<file path="src/design/udg_consts.svh">
// constants of the usb device global event block
//
// Functional notes
// - setting remote_resume_request drives upstream resume toward the host
// - remote_resume_request self-clears on bus reset or resume done; writing zero ignored
// - low_speed_force one selects low speed, zero selects full speed
// - low_speed_force writable while disabled or frozen; disable does not reset it
// - bus_idle_flag sets after three frame periods of idle j state
// - raising line activity clears bus idle flag and vice versa
// - each start of frame sets the flag and loads the frame number
// - end of bus reset sets reset_end_flag
// - line activity flag sets on filtered non-idle lines, but not while driving upstream resume, even with clock frozen
// - valid host end of resume sets resume_end_flag
// - sending upstream resume sets upstream_resume_sent_flag
// - endpoint summary flags 0..6 follow endpoint interrupt requests
// - dma summary flags 1..6 follow dma channel interrupt sources
// - a flag reaches the interrupt only while its enable is one
// - clear register write-one clears bus flags; reads zero
// - set register write-one forces bus or dma flags; reads zero
// - flag register layout: bus 0..6, endpoints 12..18, dma 25..30, reset zero
// - enable clear register write-one clears enable bits; reads zero
// - enable set register write-one sets enable bits
`ifndef UDG_CONSTS_SVH
`define UDG_CONSTS_SVH
`define UDG_OFF_CTRL      6'h00
`define UDG_OFF_FLAGS     6'h04
`define UDG_OFF_CLEAR     6'h08
`define UDG_OFF_SET       6'h0c
`define UDG_OFF_ENABLE    6'h10
`define UDG_OFF_EN_CLEAR  6'h14
`define UDG_OFF_EN_SET    6'h18
`define UDG_BIT_RESUME    9
`define UDG_BIT_LOW_SPEED 12
`define UDG_BIT_IDLE      0
`define UDG_BIT_SOF       2
`define UDG_BIT_RST       3
`define UDG_BIT_WAKE      4
`define UDG_BIT_RSM       5
`define UDG_BIT_UPR       6
`define UDG_BUS_MASK      32'h0000007d
`define UDG_EP_LSB        12
`define UDG_DMA_LSB       25
`define UDG_VALID_MASK    32'h7e07f07d
`define UDG_IDLE_MS       3
`define UDG_CLK_KHZ       200000
`define UDG_IDLE_CYCLES   (`UDG_IDLE_MS * `UDG_CLK_KHZ)
`endif

</file>
<file path="src/design/udg_pkg.sv">
// types of the usb device global event block
package udg_pkg;
  typedef enum logic [1:0] {
    UDG_RES_IDLE = 2'b00,
    UDG_RES_SEND = 2'b01
  } udg_res_t;

  typedef struct packed {
    logic [5:0]  address;
    logic        read;
    logic        write;
    logic [31:0] writedata;
    logic [3:0]  byteenable;
  } udg_avm_req_t;

  typedef struct packed {
    logic        sof_seen;
    logic [10:0] frame_number;
    logic        reset_end;
    logic        bus_reset;
    logic        line_j_idle;
    logic        line_activity;
    logic        resume_end;
    logic        resume_done;
    logic [6:0]  ep_irq;
    logic [5:0]  dma_irq;
  } udg_link_ev_t;
endpackage

</file>
<file path="src/design/udg_global_irq.sv">
// global event flags, enables and control bits of a usb device controller
`timescale 1ns/100ps
`include "udg_consts.svh"
module udg_global_irq #(
  parameter int unsigned IDLE_CYCLES = `UDG_IDLE_CYCLES
) (
  input  wire logic                  core_clk,
  input  wire logic                  srst,
  input  wire udg_pkg::udg_avm_req_t avm_req,
  output logic [31:0]                avm_readdata,
  output logic                       avm_waitrequest,
  input  wire udg_pkg::udg_link_ev_t link_ev,
  output logic                       upstream_resume_drive,
  output logic                       low_speed_mode,
  output logic [10:0]                frame_number_field,
  output logic                       usb_irq
);
  // ---------------------------------------------------------------
  // state
  // ---------------------------------------------------------------
  typedef struct packed {
    logic [31:0]      flags;
    logic [31:0]      enables;
    logic             remote_resume_request;
    logic             low_speed_force;
    logic [10:0]      frame_number;
    logic [31:0]      idle_cnt;
    udg_pkg::udg_res_t res_state;
    logic             ack;
    logic [31:0]      rdata;
  } udg_state_t;

  udg_state_t st_reg;
  udg_state_t st_next;

  logic        wr_hit;
  logic        rd_hit;
  logic [31:0] clr_w;
  logic [31:0] set_w;
  logic [31:0] hw_set;
  logic        idle_done;
  logic        wake_set;
  logic        idle_set;

  // expand byte enables into a bit mask
  function automatic logic [31:0] be_mask(input logic [3:0] be);
    be_mask = {{8{be[3]}}, {8{be[2]}}, {8{be[1]}}, {8{be[0]}}};
  endfunction

  function automatic logic [31:0] wdata_at(input udg_pkg::udg_avm_req_t r,
                                           input logic [5:0] off);
    wdata_at = (r.write && r.address == off) ? (r.writedata & be_mask(r.byteenable)) : 32'h0;
  endfunction

  // ---------------------------------------------------------------
  // bus side
  // ---------------------------------------------------------------
  // one wait cycle per access; a write lands on the edge where waitrequest is low
  assign wr_hit          = avm_req.write && st_reg.ack;
  assign rd_hit          = avm_req.read && !st_reg.ack;
  assign avm_waitrequest = (avm_req.read || avm_req.write) && !st_reg.ack;
  assign avm_readdata    = st_reg.rdata;
  assign clr_w           = wr_hit ? wdata_at(avm_req, `UDG_OFF_CLEAR) : 32'h0;
  assign set_w           = wr_hit ? wdata_at(avm_req, `UDG_OFF_SET) : 32'h0;

  // ---------------------------------------------------------------
  // event logic
  // ---------------------------------------------------------------
  assign idle_done = link_ev.line_j_idle && (st_reg.idle_cnt == IDLE_CYCLES - 1);
  // line activity is a level from the filtered wake detector, so a frozen clock only
  // delays capture; the detector itself runs without this clock
  assign wake_set  = (link_ev.line_activity && !upstream_resume_drive)
                   || set_w[`UDG_BIT_WAKE];
  assign idle_set  = idle_done || set_w[`UDG_BIT_IDLE];

  always_comb begin
    hw_set = 32'h0;
    hw_set[`UDG_BIT_IDLE] = idle_set;
    hw_set[`UDG_BIT_SOF]  = link_ev.sof_seen || set_w[`UDG_BIT_SOF];
    hw_set[`UDG_BIT_RST]  = link_ev.reset_end || set_w[`UDG_BIT_RST];
    hw_set[`UDG_BIT_WAKE] = wake_set;
    hw_set[`UDG_BIT_RSM]  = link_ev.resume_end || set_w[`UDG_BIT_RSM];
    hw_set[`UDG_BIT_UPR]  = (st_reg.res_state == udg_pkg::UDG_RES_IDLE
                             && st_reg.remote_resume_request)
                            || set_w[`UDG_BIT_UPR];
    hw_set[`UDG_DMA_LSB +: 6] = set_w[`UDG_DMA_LSB +: 6];
  end

  always_comb begin
    st_next = st_reg;
    st_next.ack = (avm_req.read || avm_req.write) && !st_reg.ack;
    // flags: clear first, set after so a set wins
    st_next.flags = (st_reg.flags & ~(clr_w & `UDG_BUS_MASK)) | (hw_set & `UDG_VALID_MASK);
    if (wake_set && !idle_set) begin
      st_next.flags[`UDG_BIT_IDLE] = 1'b0;
    end
    if (idle_set && !wake_set) begin
      st_next.flags[`UDG_BIT_WAKE] = 1'b0;
    end
    st_next.flags[`UDG_EP_LSB +: 7] = link_ev.ep_irq;
    // dma summary follows the source; a test force sets the bit for one cycle only, after which it shows the source
    st_next.flags[`UDG_DMA_LSB +: 6] = link_ev.dma_irq
                                      | (st_reg.flags[`UDG_DMA_LSB +: 6] & link_ev.dma_irq)
                                      | set_w[`UDG_DMA_LSB +: 6];
    st_next.enables = (st_reg.enables & ~(wr_hit ? wdata_at(avm_req, `UDG_OFF_EN_CLEAR) : 32'h0))
                    | (wr_hit ? wdata_at(avm_req, `UDG_OFF_EN_SET) : 32'h0);
    st_next.enables = st_next.enables & `UDG_VALID_MASK;
    if (link_ev.line_j_idle && !idle_done) begin
      st_next.idle_cnt = st_reg.idle_cnt + 32'h1;
    end else begin
      st_next.idle_cnt = 32'h0;
    end
    if (link_ev.sof_seen) begin
      st_next.frame_number = link_ev.frame_number;
    end
    if (wr_hit && avm_req.address == `UDG_OFF_CTRL && avm_req.byteenable[1]) begin
      // only a one is taken; the low-speed bit has no enable or freeze gating
      if (avm_req.writedata[`UDG_BIT_RESUME]) begin
        st_next.remote_resume_request = 1'b1;
      end
      st_next.low_speed_force = avm_req.writedata[`UDG_BIT_LOW_SPEED];
    end
    case (st_reg.res_state)
      udg_pkg::UDG_RES_IDLE: begin
        if (st_reg.remote_resume_request) begin
          st_next.res_state = udg_pkg::UDG_RES_SEND;
        end
      end
      udg_pkg::UDG_RES_SEND: begin
        if (link_ev.resume_done || link_ev.bus_reset) begin
          st_next.res_state = udg_pkg::UDG_RES_IDLE;
          st_next.remote_resume_request = 1'b0;
        end
      end
      default: st_next.res_state = udg_pkg::UDG_RES_IDLE;
    endcase
    if (link_ev.bus_reset) begin
      st_next.remote_resume_request = 1'b0;
    end
    st_next.rdata = 32'h0;
    if (rd_hit) begin
      case (avm_req.address)
        `UDG_OFF_CTRL: begin
          st_next.rdata[`UDG_BIT_RESUME] = st_reg.remote_resume_request;
          st_next.rdata[`UDG_BIT_LOW_SPEED] = st_reg.low_speed_force;
        end
        `UDG_OFF_FLAGS:  st_next.rdata = st_reg.flags;
        `UDG_OFF_ENABLE: st_next.rdata = st_reg.enables;
        default:         st_next.rdata = 32'h0;
      endcase
    end
  end

  always_ff @(posedge core_clk) begin
    if (srst) begin
      st_reg <= '0;
    end else begin
      st_reg <= st_next;
    end
  end

  // ---------------------------------------------------------------
  // outputs
  // ---------------------------------------------------------------
  assign upstream_resume_drive = (st_reg.res_state == udg_pkg::UDG_RES_SEND);
  assign low_speed_mode        = st_reg.low_speed_force;
  assign frame_number_field    = st_reg.frame_number;
  assign usb_irq               = |(st_reg.flags & st_reg.enables);
endmodule // udg_global_irq

</file>
<file path="config.mk">
export PLATFORM = sky130hd
export DESIGN_NAME = udg_global_irq
export DESIGN_NICKNAME = d
export VERILOG_FILES = /design/src/design/udg_pkg.sv /design/src/design/udg_global_irq.sv
export VERILOG_INCLUDE_DIRS = /design/src /design/src/design
export SDC_FILE = /design/constraint.sdc
export NUM_CORES = 1
export LEC_CHECK = 0
export BUFFER_PORTS_ARGS = -buffer_cell sky130_fd_sc_hd__buf_2
export CORE_MARGIN = 4
export CORE_UTILIZATION = 57
export DETAILED_ROUTE_END_ITERATION = 6
export PLACE_DENSITY = 0.85
export SKIP_CTS_REPAIR_TIMING = 1
export SYNTH_ARGS = -nofsm -noshare
export SYNTH_HDL_FRONTEND = slang
export SYNTH_SLANG_ARGS = --single-unit
</file>
<file path="constraint.sdc">
create_clock -name core_clk -period 3 [get_ports core_clk]
set_clock_uncertainty 0.2 [all_clocks]
set_input_delay 0 -clock core_clk [delete_from_list [all_inputs] [get_ports core_clk]]
set_output_delay 0 -clock core_clk [all_outputs]
set_load 0.005 [all_outputs]
</file>
; ---- After elaboration in Yosys (flattened, before gate mapping)
; Cells that the tools add are included.
[totals]
reg_bits = 131
inputBits = 77
output_inout_bits = 47
word_cells = 92
[op_classes]
add_sub_neg = 1
n_eq_ne = 10
n_mux = 20
bitwise_logic = 13
reduce_logical = 37
[ops]
columns = operator, n
row1 = $mux W31, 6
row2 = $and A31 B31 Y31, 2
row3 = $pmux W19 S2, 1
row4 = $add A32 B1 Y32 const B, 1
row5 = $and A32 B31 Y32, 1
row6 = $and A32 B32 Y32, 1
row7 = $eq A32 B20 Y1 const B, 1
row8 = $not A7 Y32, 1
row9 = $or A32 B31 Y32, 1
row10 = $reduce_or A32 Y1, 1
row11 = $not A31 Y31, 1
row12 = $or A31 B31 Y31, 1
row13 = $eq A6 B5 Y1 const B, 3
row14 = $pmux W9 S2, 1
row15 = $logic_and A1 B1 Y1, 15
row16 = $mux W7, 2
row17 = $eq A6 B4 Y1 const B, 2
row18 = $or A6 B6 Y6, 2
row19 = $reduce_or A2 Y1, 5
row20 = $logic_or A1 B1 Y1, 8
row21 = $pmux W2 S2, 2
row22 = $and A6 B6 Y6, 1
row23 = $eq A6 B3 Y1 const B, 1
row24 = $logic_not A6 Y1, 1
row25 = 10 further kinds, 20

; ---- Depth between registers and ports, before layout
; Gate-level depths: netlist of the first run.
[depth]
word_depth = 8
ltp_mapped = 7
ltp_nobuf = 5

; ---- Worst setup path after synthesis of the first run
; Ideal clock, no wire load.
[synth_path]
path_type = register -> register
start = reg st_reg[35] in the netlist's numbering
end = reg st_reg[62] in the netlist's numbering
setup_time_ns = 0.130
arrival_time_ns = 1.545
required_time_ns = 2.670
slack_ns = 1.126
stages_incl_launch_ff = 8
path_buffers = 2
synth_period_minus_slack_ns = 1.874
path_cell_list = dfxtp_1 > ha_1 > and3_1 > buf_2 > nand4_1 > o21ai_0 > buf_2 > a21oi_1
[synth_via]
elab_chain_len = 6
elab_cells_between_ends = 7
classes_between = 1 x add/sub / 1 x eq/ne / 1 x bitwise / 4 x reduce/logical
[synth_lines]
columns = item, line_no
row1 = start: declaration, udg_global_irq.sv:33  ; udg_state_t st_reg;
row2 = start signal: assignment, udg_global_irq.sv:158  ; st_reg <= st_next;
row3 = branches (longest 6 deep; another with $add A32 B1 Y32), --
; Parallel ways; which one is timed is not known.
; A chain may end at the register's enable or synchronous reset.

; ---- Final worst setup path of the first run
[layout_path]
start = in avm_req[38] in the netlist's numbering
end = reg st_reg[108] in the netlist's numbering
[layout_via]
elab_chain_len = 7
elab_cells_between_ends = 11
classes_between = 2 x eq/ne / 4 x mux / 3 x bitwise / 2 x reduce/logical
[layout_lines]
columns = item, line_no
row1 = start: declaration, udg_global_irq.sv:9  ; input wire udg_pkg::udg_avm_req_t avm_req,
row2 = $eq A6 B5 Y1, udg_global_irq.sv:52  ; wdata_at = (r.write && r.address == off) ? (r.writedata & be_mask(r.byteenable)) : 32'h0;
row3 = $logic_and A1 B1 Y1, udg_global_irq.sv:52
row4 = $mux W31, udg_global_irq.sv:52
row5 = $mux W31, udg_global_irq.sv:105  ; st_next.enables = (st_reg.enables & ~(wr_hit ? wdata_at(avm_req, `UDG_OFF_EN_CLEAR) : 32'h0))
row6 = $not A31 Y31, udg_global_irq.sv:105
row7 = $and A31 B31 Y31, udg_global_irq.sv:105
row8 = $or A31 B31 Y31 (*), udg_global_irq.sv:105
; Every way passes the cells marked *; elsewhere a longest branch is shown, timed or not.

==> results_dict.tcl, run 1 <==
set metrics [dict create \
    regToRegEndpoint "st_reg[117]" \
    grt_pass1_vias 3995 \
    design_area_sq_um 6220 \
    cts.sinks 105 \
    gp_routability_congestion 0.905 \
    async_flop_share_pct 0 \
    post_dp_cell_area_sq_um 4980 \
    cp.required_ps 3070 \
    placed_cells_incl_taps 691 \
    post-dp-hpwl_um 7940 \
    finalCritPeriodShare_pct 97.3 \
    max_stage_delay_ps 760 \
    end_kind "flip-flop" \
    syn_avg_cell_area_sq_um 8.70 \
    drv_slew 0 \
    hold_violations 2 \
    violations "negative hold slack" \
    reg2reg_from "st_reg[32]" \
    yosysTopAreaCell "dfxtp_1" \
    dieArea_sq_um 9840 \
    ir_worst_vdd_uv 269 \
    ys_seq_area_share_pct 44.3 \
    max_freq_mhz 342 \
    cp_cell_sequence "dlygate4sd3_1 > buf_2 > nor3b_2 > nand4_1 > o21ai_0 > a21oi_1 > dlygate4sd3_1" \
    powerDensity_nw_per_um2 415 \
    maxCapViolCount 0 \
    track_usage_pct 22.3 \
    cts_buffer_depth 2 \
    holdPathStages 4 \
    drc 0 \
    synth_warnings 0 \
    netlist_area_sq_um 4740 \
    tritoncts "done" \
    first_pass_iters 6 \
    clk_latency_ps 380 \
    io_pins 124 \
    ys_types 55 \
    largest_reg_flops 73 \
    start_util_pct 58.3 \
    synth_seq_cells 105 \
    p_total_mw 2.59 \
    wire_per_inst_um 18.6 \
    core-area_sq_um 8130 \
    holdPathEnd "avm_readdata[12]" \
    rsz0062_at_grt "false" \
    grt_max_degree 31 \
    yosysMostFrequentCell "dfxtp_1" \
    die_y_um 99.2 \
    antenna_found_initial 1 \
    maxSlewHeadroom_pct 37.9 \
    worstPathArrival_ps 2990 \
    synth-edff-count 0 \
    period_minus_slack_ps 2920 \
    syn_inst 545 \
    crit_top_cell "dlygate4sd3_1" \
    r2r_slack_ps 170 \
    final_cells 815 \
    grt_pass1_wl_um 18100 \
    hold_ws_ps -31.5 \
    fp-row-count 33 \
    path_max_fanout 19 \
    root_buffer "clkbuf_8" \
    n_fill_cell 488 \
    clk_pin_slew_ps 110 \
    worst_r2r_path_depth 5 \
    yosysTopAreaCellShare_pct 44.3 \
    overflow 0 \
    drt_iter0_markers 624 \
    setup_violations 0 \
    synth_area_leaders "dfxtp_1 (44%), buf_4 (7.1%), nor2_1 (4.8%)" \
    dieWidth_um 99.2 \
    worstHoldPathType "in -> reg" \
    path_class "in -> reg" \
    htreeDepth 3 \
    cts_buffers 9 \
    critPathSlowestCell "nand4_1" \
    cp-start-kind "input pin" \
    area_growth_pct 31.3 \
    wl_um 15100 \
    ant_nets 0 \
    avgViaCountPerCell 6.07 \
    leakagePower_nw 2.49 \
    worstMarginPinSlew_ps 930 \
    holdCritStartpoint "avm_req[43]" \
    outcome "complete, but fails checks" \
    vias 4943 \
    yosys-top-cells-count "dfxtp_1 (105), nor2_1 (60), buf_4 (45), a21oi_1 (38), nand3_1 (32)" \
    worst_path_dominant_cell_family "buffers and inverters" \
    io_buffers 99 \
    layout.nets 780 \
    setup_tns_ps 0 \
    drive_gt1_share_pct 19.2 \
    critPathBufInv 3 \
    ys.flop_type "dfxtp_1" \
]
worst min-delay path: stages:
cell	delay, ps
buf_2	120
nor4_2	70
a222oi_1	240
nor2_1	60
cell families (layout without fill, tap and decap cells):
group / Yosys count / after routing / share of synthesized area [%]
buf+inv: 81 / 232 / 10.6
mux: 13 / 13 / 2.74
compound gates: 125 / 125 / 16.1
xor+xnor: 14 / 14 / 2.59
simple gates: 205 / 205 / 23.3
fa+ha+maj: 1 / 1 / 0.264
other cells: 1 / 15 / 0.0791
flops: 105 / 105 / 44.3
per-stage QoR:
stage | hold WS (ps) | worst slack [ps] | util [%]
floorplan | -117 | 1130 | -
global placement | -16.9 | 937 | 61.2
detailed placement | -10.2 | 882 | 61.2
CTS | -411 | 869 | 63.5
global route | 2.60 | 48.6 | 76.5
finish | -31.5 | 79.8 | 76.5
worst max-delay path by stage:
stage	from	endpoint	slack, ps	cells past startpoint
finish	avm_req[38]	st_reg[108]	80	7
CTS	st_reg[35]	st_reg[65]	870	6
global placement	st_reg[35]	st_reg[65]	940	6
floorplan	st_reg[35]	st_reg[62]	1130	7
detailed placement	st_reg[35]	st_reg[65]	880	6
global route	avm_req[38]	st_reg[108]	50	7
power breakdown:
group | leakage [nW] | switching, mW | internal (mW)
Combinational | 1.54 | 0.126 | 0.152
Sequential | 0.853 | 0.0200 | 1.42
Clock | 0.0945 | 0.549 | 0.320
Total | 2.49 | 0.695 | 1.89
layout make-up:
type                       instances  area [sq um]  share of cell area [%]
sequential                       105          2100                    33.8
clock buffer                       9           124                    1.99
antenna                            3          7.51                   0.121
timing repair buffer             210          1590                    25.6
multi-input combinational        370          2180                    35.0
inverter                           6          22.5                   0.362
clock inverter                     7          66.3                    1.07
tap                              105           131                    2.11
metal layers:
metal / wire, um / track usage (%)
met1: 5420 / 27.1
met2: 7440 / 38.5
met3: 1370 / 5.61
met4: 912 / 7.88
met5: 0 / 0
placed cells by master (no fill, tap or decap), types with 9 or more instances in the layout:
cell and count:
dfxtp_1 105, dlygate4sd3_1 105, buf_2 99, nor2_1 60
a21oi_1 38, nand3_1 32, nand2_1 31, o21ai_0 30
a22oi_1 27, nand4_1 15, mux2i_1 13, xor2_1 12
conb_1 12, a31oi_1 11, and3_1 10, nor2b_1 9
clkbuf_8 9
No activity file was read; power rests on OpenSTA's default activity.
==> inputs of run 2 (changes only) <==
Settings changed: PLACE_DENSITY 0.85 to not set, PLACE_DENSITY_LB_ADDON set to 0.15.
==> run 2 against run 1 <==
  * Register-to-register slack improved by 440 ps
  * Die area did not move
  * Via count fell by 6.4%
  * Sequential share of layout area rose by 1.6 points
  * Largest power group unchanged
  * Design area fell by 4.6%
  * The flow now finishes without violations
  * Wire length fell by 14%
  * Critical endpoint is now st_reg[116]
  * Core utilization fell by 3.5 points
  * First-iteration DRC count fell by 58%
  * Flip-flop and latch count did not move
  * Non-clock buffer count fell by 28
  * Clock power fell by 3.7%
==> results_dict.tcl, run 2 (synthesized netlist as in run 1, its figures left out) <==
set metrics [dict create \
    dieArea_sq_um 9840 \
    setup_tns_ps 0 \
    start_util_pct 58.3 \
    critPathSlowestCell "dlygate4sd3_1" \
    critPathBufInv 1 \
    vias 4625 \
    outcome "finished clean" \
    mostFrequentLayoutCells "dfxtp_1 (105), buf_2 (99), dlygate4sd3_1 (76), nor2_1 (60), a21oi_1 (38)" \
    cts_buffers 9 \
    layout.nets 752 \
    cp_cell_sequence "ha_1 > and3_1 > nand4_1 > nor3_1 > o22ai_1 > dlygate4sd3_1" \
    worst_r2r_path_depth 6 \
    path_max_fanout 7 \
    drt_iter0_markers 262 \
    io_buffers 99 \
    design_area_sq_um 5940 \
    grt_pass1_wl_um 18100 \
    crit_cells 6 \
    powerDensity_nw_per_um2 424 \
    hold_violations 0 \
    final_common_cell "dfxtp_1" \
    post_dp_cell_area_sq_um 4980 \
    max_stage_delay_ps 570 \
    grt_max_degree 54 \
    rsz0062_at_grt "false" \
    track_usage_pct 22.7 \
    maxCapViolCount 0 \
    clk_pin_slew_ps 110 \
    ant_nets 0 \
    worstPathArrival_ps 2450 \
    avgViaCountPerCell 5.90 \
    wire_per_inst_um 16.7 \
    overflow 0 \
    holdPathStages 4 \
    root_buffer "clkbuf_8" \
    max_freq_mhz 419 \
    dieWidth_um 99.2 \
    fp-row-count 33 \
    tritoncts "done" \
    worstHoldPathType "in -> reg" \
    area_growth_pct 25.2 \
    setup_violations 0 \
    drive_gt1_share_pct 20.2 \
    finalCritPeriodShare_pct 79.6 \
    gp_routability_congestion 0.837 \
    ir_worst_vdd_uv 283 \
    period_minus_slack_ps 2390 \
    end_kind "flip-flop" \
    cp.required_ps 3060 \
    drv_slew 0 \
    cp-start-kind "flip-flop" \
    drc 0 \
    cts_buffer_depth 2 \
    post-dp-hpwl_um 7840 \
    clk_latency_ps 380 \
    io_pins 124 \
    hold_ws_ps 7.33 \
    worstMarginPinSlew_ps 951 \
    antenna_found_initial 0 \
    wl_um 13100 \
    antenna_cells 0 \
    path_class "reg -> reg" \
    largest_reg_flops 73 \
    first_pass_iters 5 \
    leakagePower_nw 2.34 \
    maxSlewHeadroom_pct 36.6 \
    core-area_sq_um 8130 \
    htreeDepth 3 \
    cts.sinks 105 \
    grt_pass1_vias 3961 \
    worst_path_dominant_cell_family "simple AND/OR/NAND/NOR gates" \
    die_y_um 99.2 \
]
==> run 2: changes by cell type in the layout (fill, tap and decap cells not counted), sizes merged <==
| cell | delta |
|---|---|
| clkbuf | +1 |
| clkinv | +1 |
| diode | -3 |
| inv | -2 |
| buf | +1 |
| dlygate4sd3 | -29 |
==> run 2: final timing paths <==
kind / startpoint / to / slack [ps]
hold reg to reg: st_reg[35] / st_reg[35] / 270
setup / recovery: st_reg[35] / st_reg[116] / 610
hold / removal: avm_req[2] / st_reg[98] / 7
setup reg to reg: st_reg[35] / st_reg[116] / 610
==> run 2: per-stage QoR <==
stage | util [%] | power [mW] | setup WS, ps | cells
after floorplan | - | 1.56 | 1130 | 556
after global placement | 61.3 | 1.62 | 865 | 692
after detailed placement | 61.3 | 1.62 | 820 | 692
after CTS | 63.6 | 2.44 | 789 | 708
after global routing | 73.0 | 2.60 | 484 | 784
final | 73.0 | 2.52 | 613 | 784
==> run 2: power breakdown <==
group	leakage (nW)	internal [mW]	switching, mW
Combinational	1.39	0.132	0.112
Sequential	0.853	1.42	0.0167
Clock	0.0952	0.335	0.503
==> run 2: area by class of cell <==
type                            count  area, sq um
Sequential cell                   105         2100
Clock buffer                       10          138
Timing Repair Buffer              182         1310
Fill cell                         600         2200
Tap cell                          105          131
Clock inverter                      6         55.1
Inverter                            6         22.5
Multi-Input combinational cell    370         2180
==> run 2: routing by layer <==
metal	GRT usage (%)	wire length, um	vias to the layer above
met1	25.8	4760	2190
met2	41.2	6890	231
met3	5.19	986	43
met5	0	0	-
li1	-	-	2161
met4	8.19	464	0
==> run 2: tightest hold or removal path, stage by stage <==
cell     delay (ps)
buf_2           110
and3_1          260
nand3_1         110
a21oi_1          60
==> inputs of run 3 (changes only) <==
Settings changed: ABC_AREA set to 1, CORE_UTILIZATION 57 to 49.
Clock period 3 ns to 1.9 ns, I/O delays scaled along.
==> run 3 against run 2 <==
  * The run now ends with negative hold slack left
  * First-iteration DRC count grew 31%
  * Total power grew 60%
  * Synthesized area grew 8.4%
  * Synthesized cell count grew 38%
  * Clock-buffer cell count grew 1
  * Critical path type is now in -> reg
  * Critical endpoint is now st_reg[128]
==> results_dict.tcl, run 3 <==
set metrics [dict create \
    outcome "complete, but fails checks" \
    violations "negative hold slack" \
    cp-startpoint "srst" \
    dieArea_sq_um 12200 \
    drv_slew 0 \
    largest_reg_flops 73 \
    n_fill_cell 955 \
    async_flop_share_pct 0 \
    grt_pass1_wl_um 21600 \
    worstHoldPathType "in -> reg" \
    root_buffer "clkbuf_8" \
    grt_pass1_vias 4626 \
    cp_cell_sequence "buf_2 > dlygate4sd3_1 > buf_4 > nor2_1 > dlygate4sd3_1" \
    antenna_found_initial 0 \
    fp-row-count 37 \
    reg2reg_from "st_reg[32]" \
    yosysMostFrequentCell "nand2_1" \
    maxSlewHeadroom_pct 65.7 \
    sw_frac_of_total_pct 25.0 \
    drt_iter0_markers 342 \
    post-dp-hpwl_um 9930 \
    yosysTopAreaCell "dfxtp_1" \
    area_growth_pct 28.9 \
    setup_tns_ps 0 \
    clk_latency_ps 380 \
    max_freq_mhz 545 \
    clkPwrFrac_pct 33.7 \
    ys_seq_area_share_pct 40.9 \
    cts_buffers 9 \
    power.switching_mw 1.01 \
    synth_seq_cells 105 \
    vias 5272 \
    pwr-share-comb_pct 10.1 \
    crit_cells 5 \
    worstMarginPinSlew_ps 513 \
    hold_violations 2 \
    worst_r2r_path_depth 5 \
    route.met3.wl_um 940 \
    htreeDepth 3 \
    powerDensity_nw_per_um2 607 \
    syn_inst 752 \
    layout.nets 989 \
    r2r_slack_ps 80 \
    wl_met2_um 6730 \
    final_common_cell "nand2_1" \
    leakagePower_nw 2.72 \
    core-area_sq_um 10300 \
    synth_area_leaders "dfxtp_1 (41%), nand2_1 (11%), nor2_1 (8.4%)" \
    setup_violations 0 \
    wire_per_inst_um 13.7 \
    worst_path_dominant_cell_family "buffers and inverters" \
    register_area_sq_um 2100 \
    track_usage_pct 21.4 \
    max_stage_delay_ps 710 \
    ant_nets 0 \
    cts_buffer_depth 2 \
    finalCritPeriodShare_pct 96.6 \
    clk_pin_slew_ps 100 \
    top_layer "met4" \
    ys_types 36 \
    mostFrequentLayoutCells "nand2_1 (152), nor2_1 (114), dfxtp_1 (103), buf_2 (99), inv_1 (87)" \
    yosys-top-cells-count "nand2_1 (152), nor2_1 (115), dfxtp_1 (105), inv_1 (87), a21oi_1 (60)" \
    hold_ws_ps -1.41 \
    crit_end "st_reg[128]" \
    io_buffers 99 \
    cp.required_ps 1970 \
    critPathBufInv 4 \
    antenna_cells 0 \
    regToRegEndpoint "st_reg[98]" \
    netlist_area_sq_um 5140 \
    syn_avg_cell_area_sq_um 6.83 \
    pwr-share-seq_pct 56.2 \
    cts.sinks 105 \
    drt-met1-wl_um 6350 \
    dieWidth_um 110 \
    io_pins 124 \
    grt_max_degree 35 \
    ir_worst_vdd_uv 377 \
    die_y_um 110 \
    period_minus_slack_ps 1830 \
    overflow 0 \
    multiInputGateArea_sq_um 2340 \
    ys.flop_type "dfxtp_1" \
    p_total_mw 4.02 \
    path_max_fanout 34 \
    critPathSlowestCell "dlygate4sd3_1" \
    synth-edff-count 0 \
    maxCapViolCount 0 \
    gp_routability_congestion 0.919 \
    start_util_pct 50.0 \
    power.internal_mw 3.01 \
    yosysTopAreaCellShare_pct 40.9 \
    synth_warnings 0 \
    drc 0 \
    path_class "in -> reg" \
    avgViaCountPerCell 5.01 \
    worstPathArrival_ps 1900 \
    drive_gt1_share_pct 16.8 \
    cp-start-kind "input pin" \
    wl_um 14400 \
    tritoncts "done" \
    end_kind "flip-flop" \
    first_pass_iters 5 \
    crit_top_cell "dlygate4sd3_1" \
]
run 3: cell types whose count changed in the layout (fill, tap and decap cells not counted), moves of 10 or more:
cell | before | now
a21oi_1 | 38 | 60
nor2_1 | 60 | 114
mux2i_1 | 13 | 0
nand2b_1 | 0 | 10
nor3_1 | 4 | 17
nand2_1 | 31 | 152
a22oi_1 | 27 | 0
inv_1 | 6 | 87
run 3: final cells by class:
class                           count  area share (%)
Multi-Input combinational cell    502            35.4
Sequential cell                   105            31.8
Timing Repair Buffer              197            21.9
Inverter                           96            5.44
Tap cell                          136            2.57
Clock buffer                       11            2.29
Clock inverter                      5           0.567
run 3: how the worst min path moves through the flow:
stage / from / to / slack [ps] / cells past startpoint
2_1_floorplan: link_ev[17] / st_reg[79] / -120 / 1
3_3_place_gp: link_ev[17] / st_reg[79] / -20 / 2
3_5_place_dp: link_ev[17] / st_reg[79] / -6 / 2
4_1_cts: link_ev[17] / st_reg[79] / -430 / 2
5_1_grt: avm_req[41] / st_reg[114] / 40 / 5
6_report: avm_req[41] / st_reg[112] / -1 / 7
run 3: cell families (layout without fill, tap and decap cells):
logic type               Yosys count  after routing  share of synthesized area [%]
AO/OA/AOI/OAI                    117            117                           12.1
XOR/XNOR                          13             13                           2.22
adder cells (fa/ha/maj)            1              1                          0.243
buffers and inverters            156            309                           14.8
flip-flops                       105            105                           40.9
other                              1             12                         0.0730
AND/OR/NAND/NOR                  359            359                           29.8
run 3: routing by layer:
layer	GRT usage, %	vias up
met5	0	-
met2	33.3	187
met1	28.9	2391
li1	-	2660
met4	8.46	0
met3	4.60	34
run 3: power by group through the flow:
stage	Combinational [mW]	Sequential (mW)	Clock, mW
6_report	0.404	2.26	1.35
5_1_grt	0.442	2.27	1.49
4_1_cts	0.261	2.26	1.37
3_5_place_dp	0.260	2.31	0
3_3_place_gp	0.254	2.31	0
2_1_floorplan	0.168	2.31	0
run 3: per-stage QoR:
stage          cell area, sq um  utilization, %  hold WS, ps  std cells  worst slack [ps]
6_report                   6620            64.4        -1.41       1052              65.2
5_1_grt                    6620            64.4         35.6       1052             -9.41
4_1_cts                    5730            55.8         -425        967              52.2
3_5_place_dp               5550            54.0        -5.54        951              73.2
3_3_place_gp               5550            54.0        -17.0        951              58.6
2_1_floorplan              5180               -         -122        763               250
run 3: tightest hold or removal path, stage by stage:
cell and delay, ps:
buf_2 120, nand3_1 100, nor2_1 100, nand2_1 70
nand3_1 70, nand2_1 60, inv_1 30
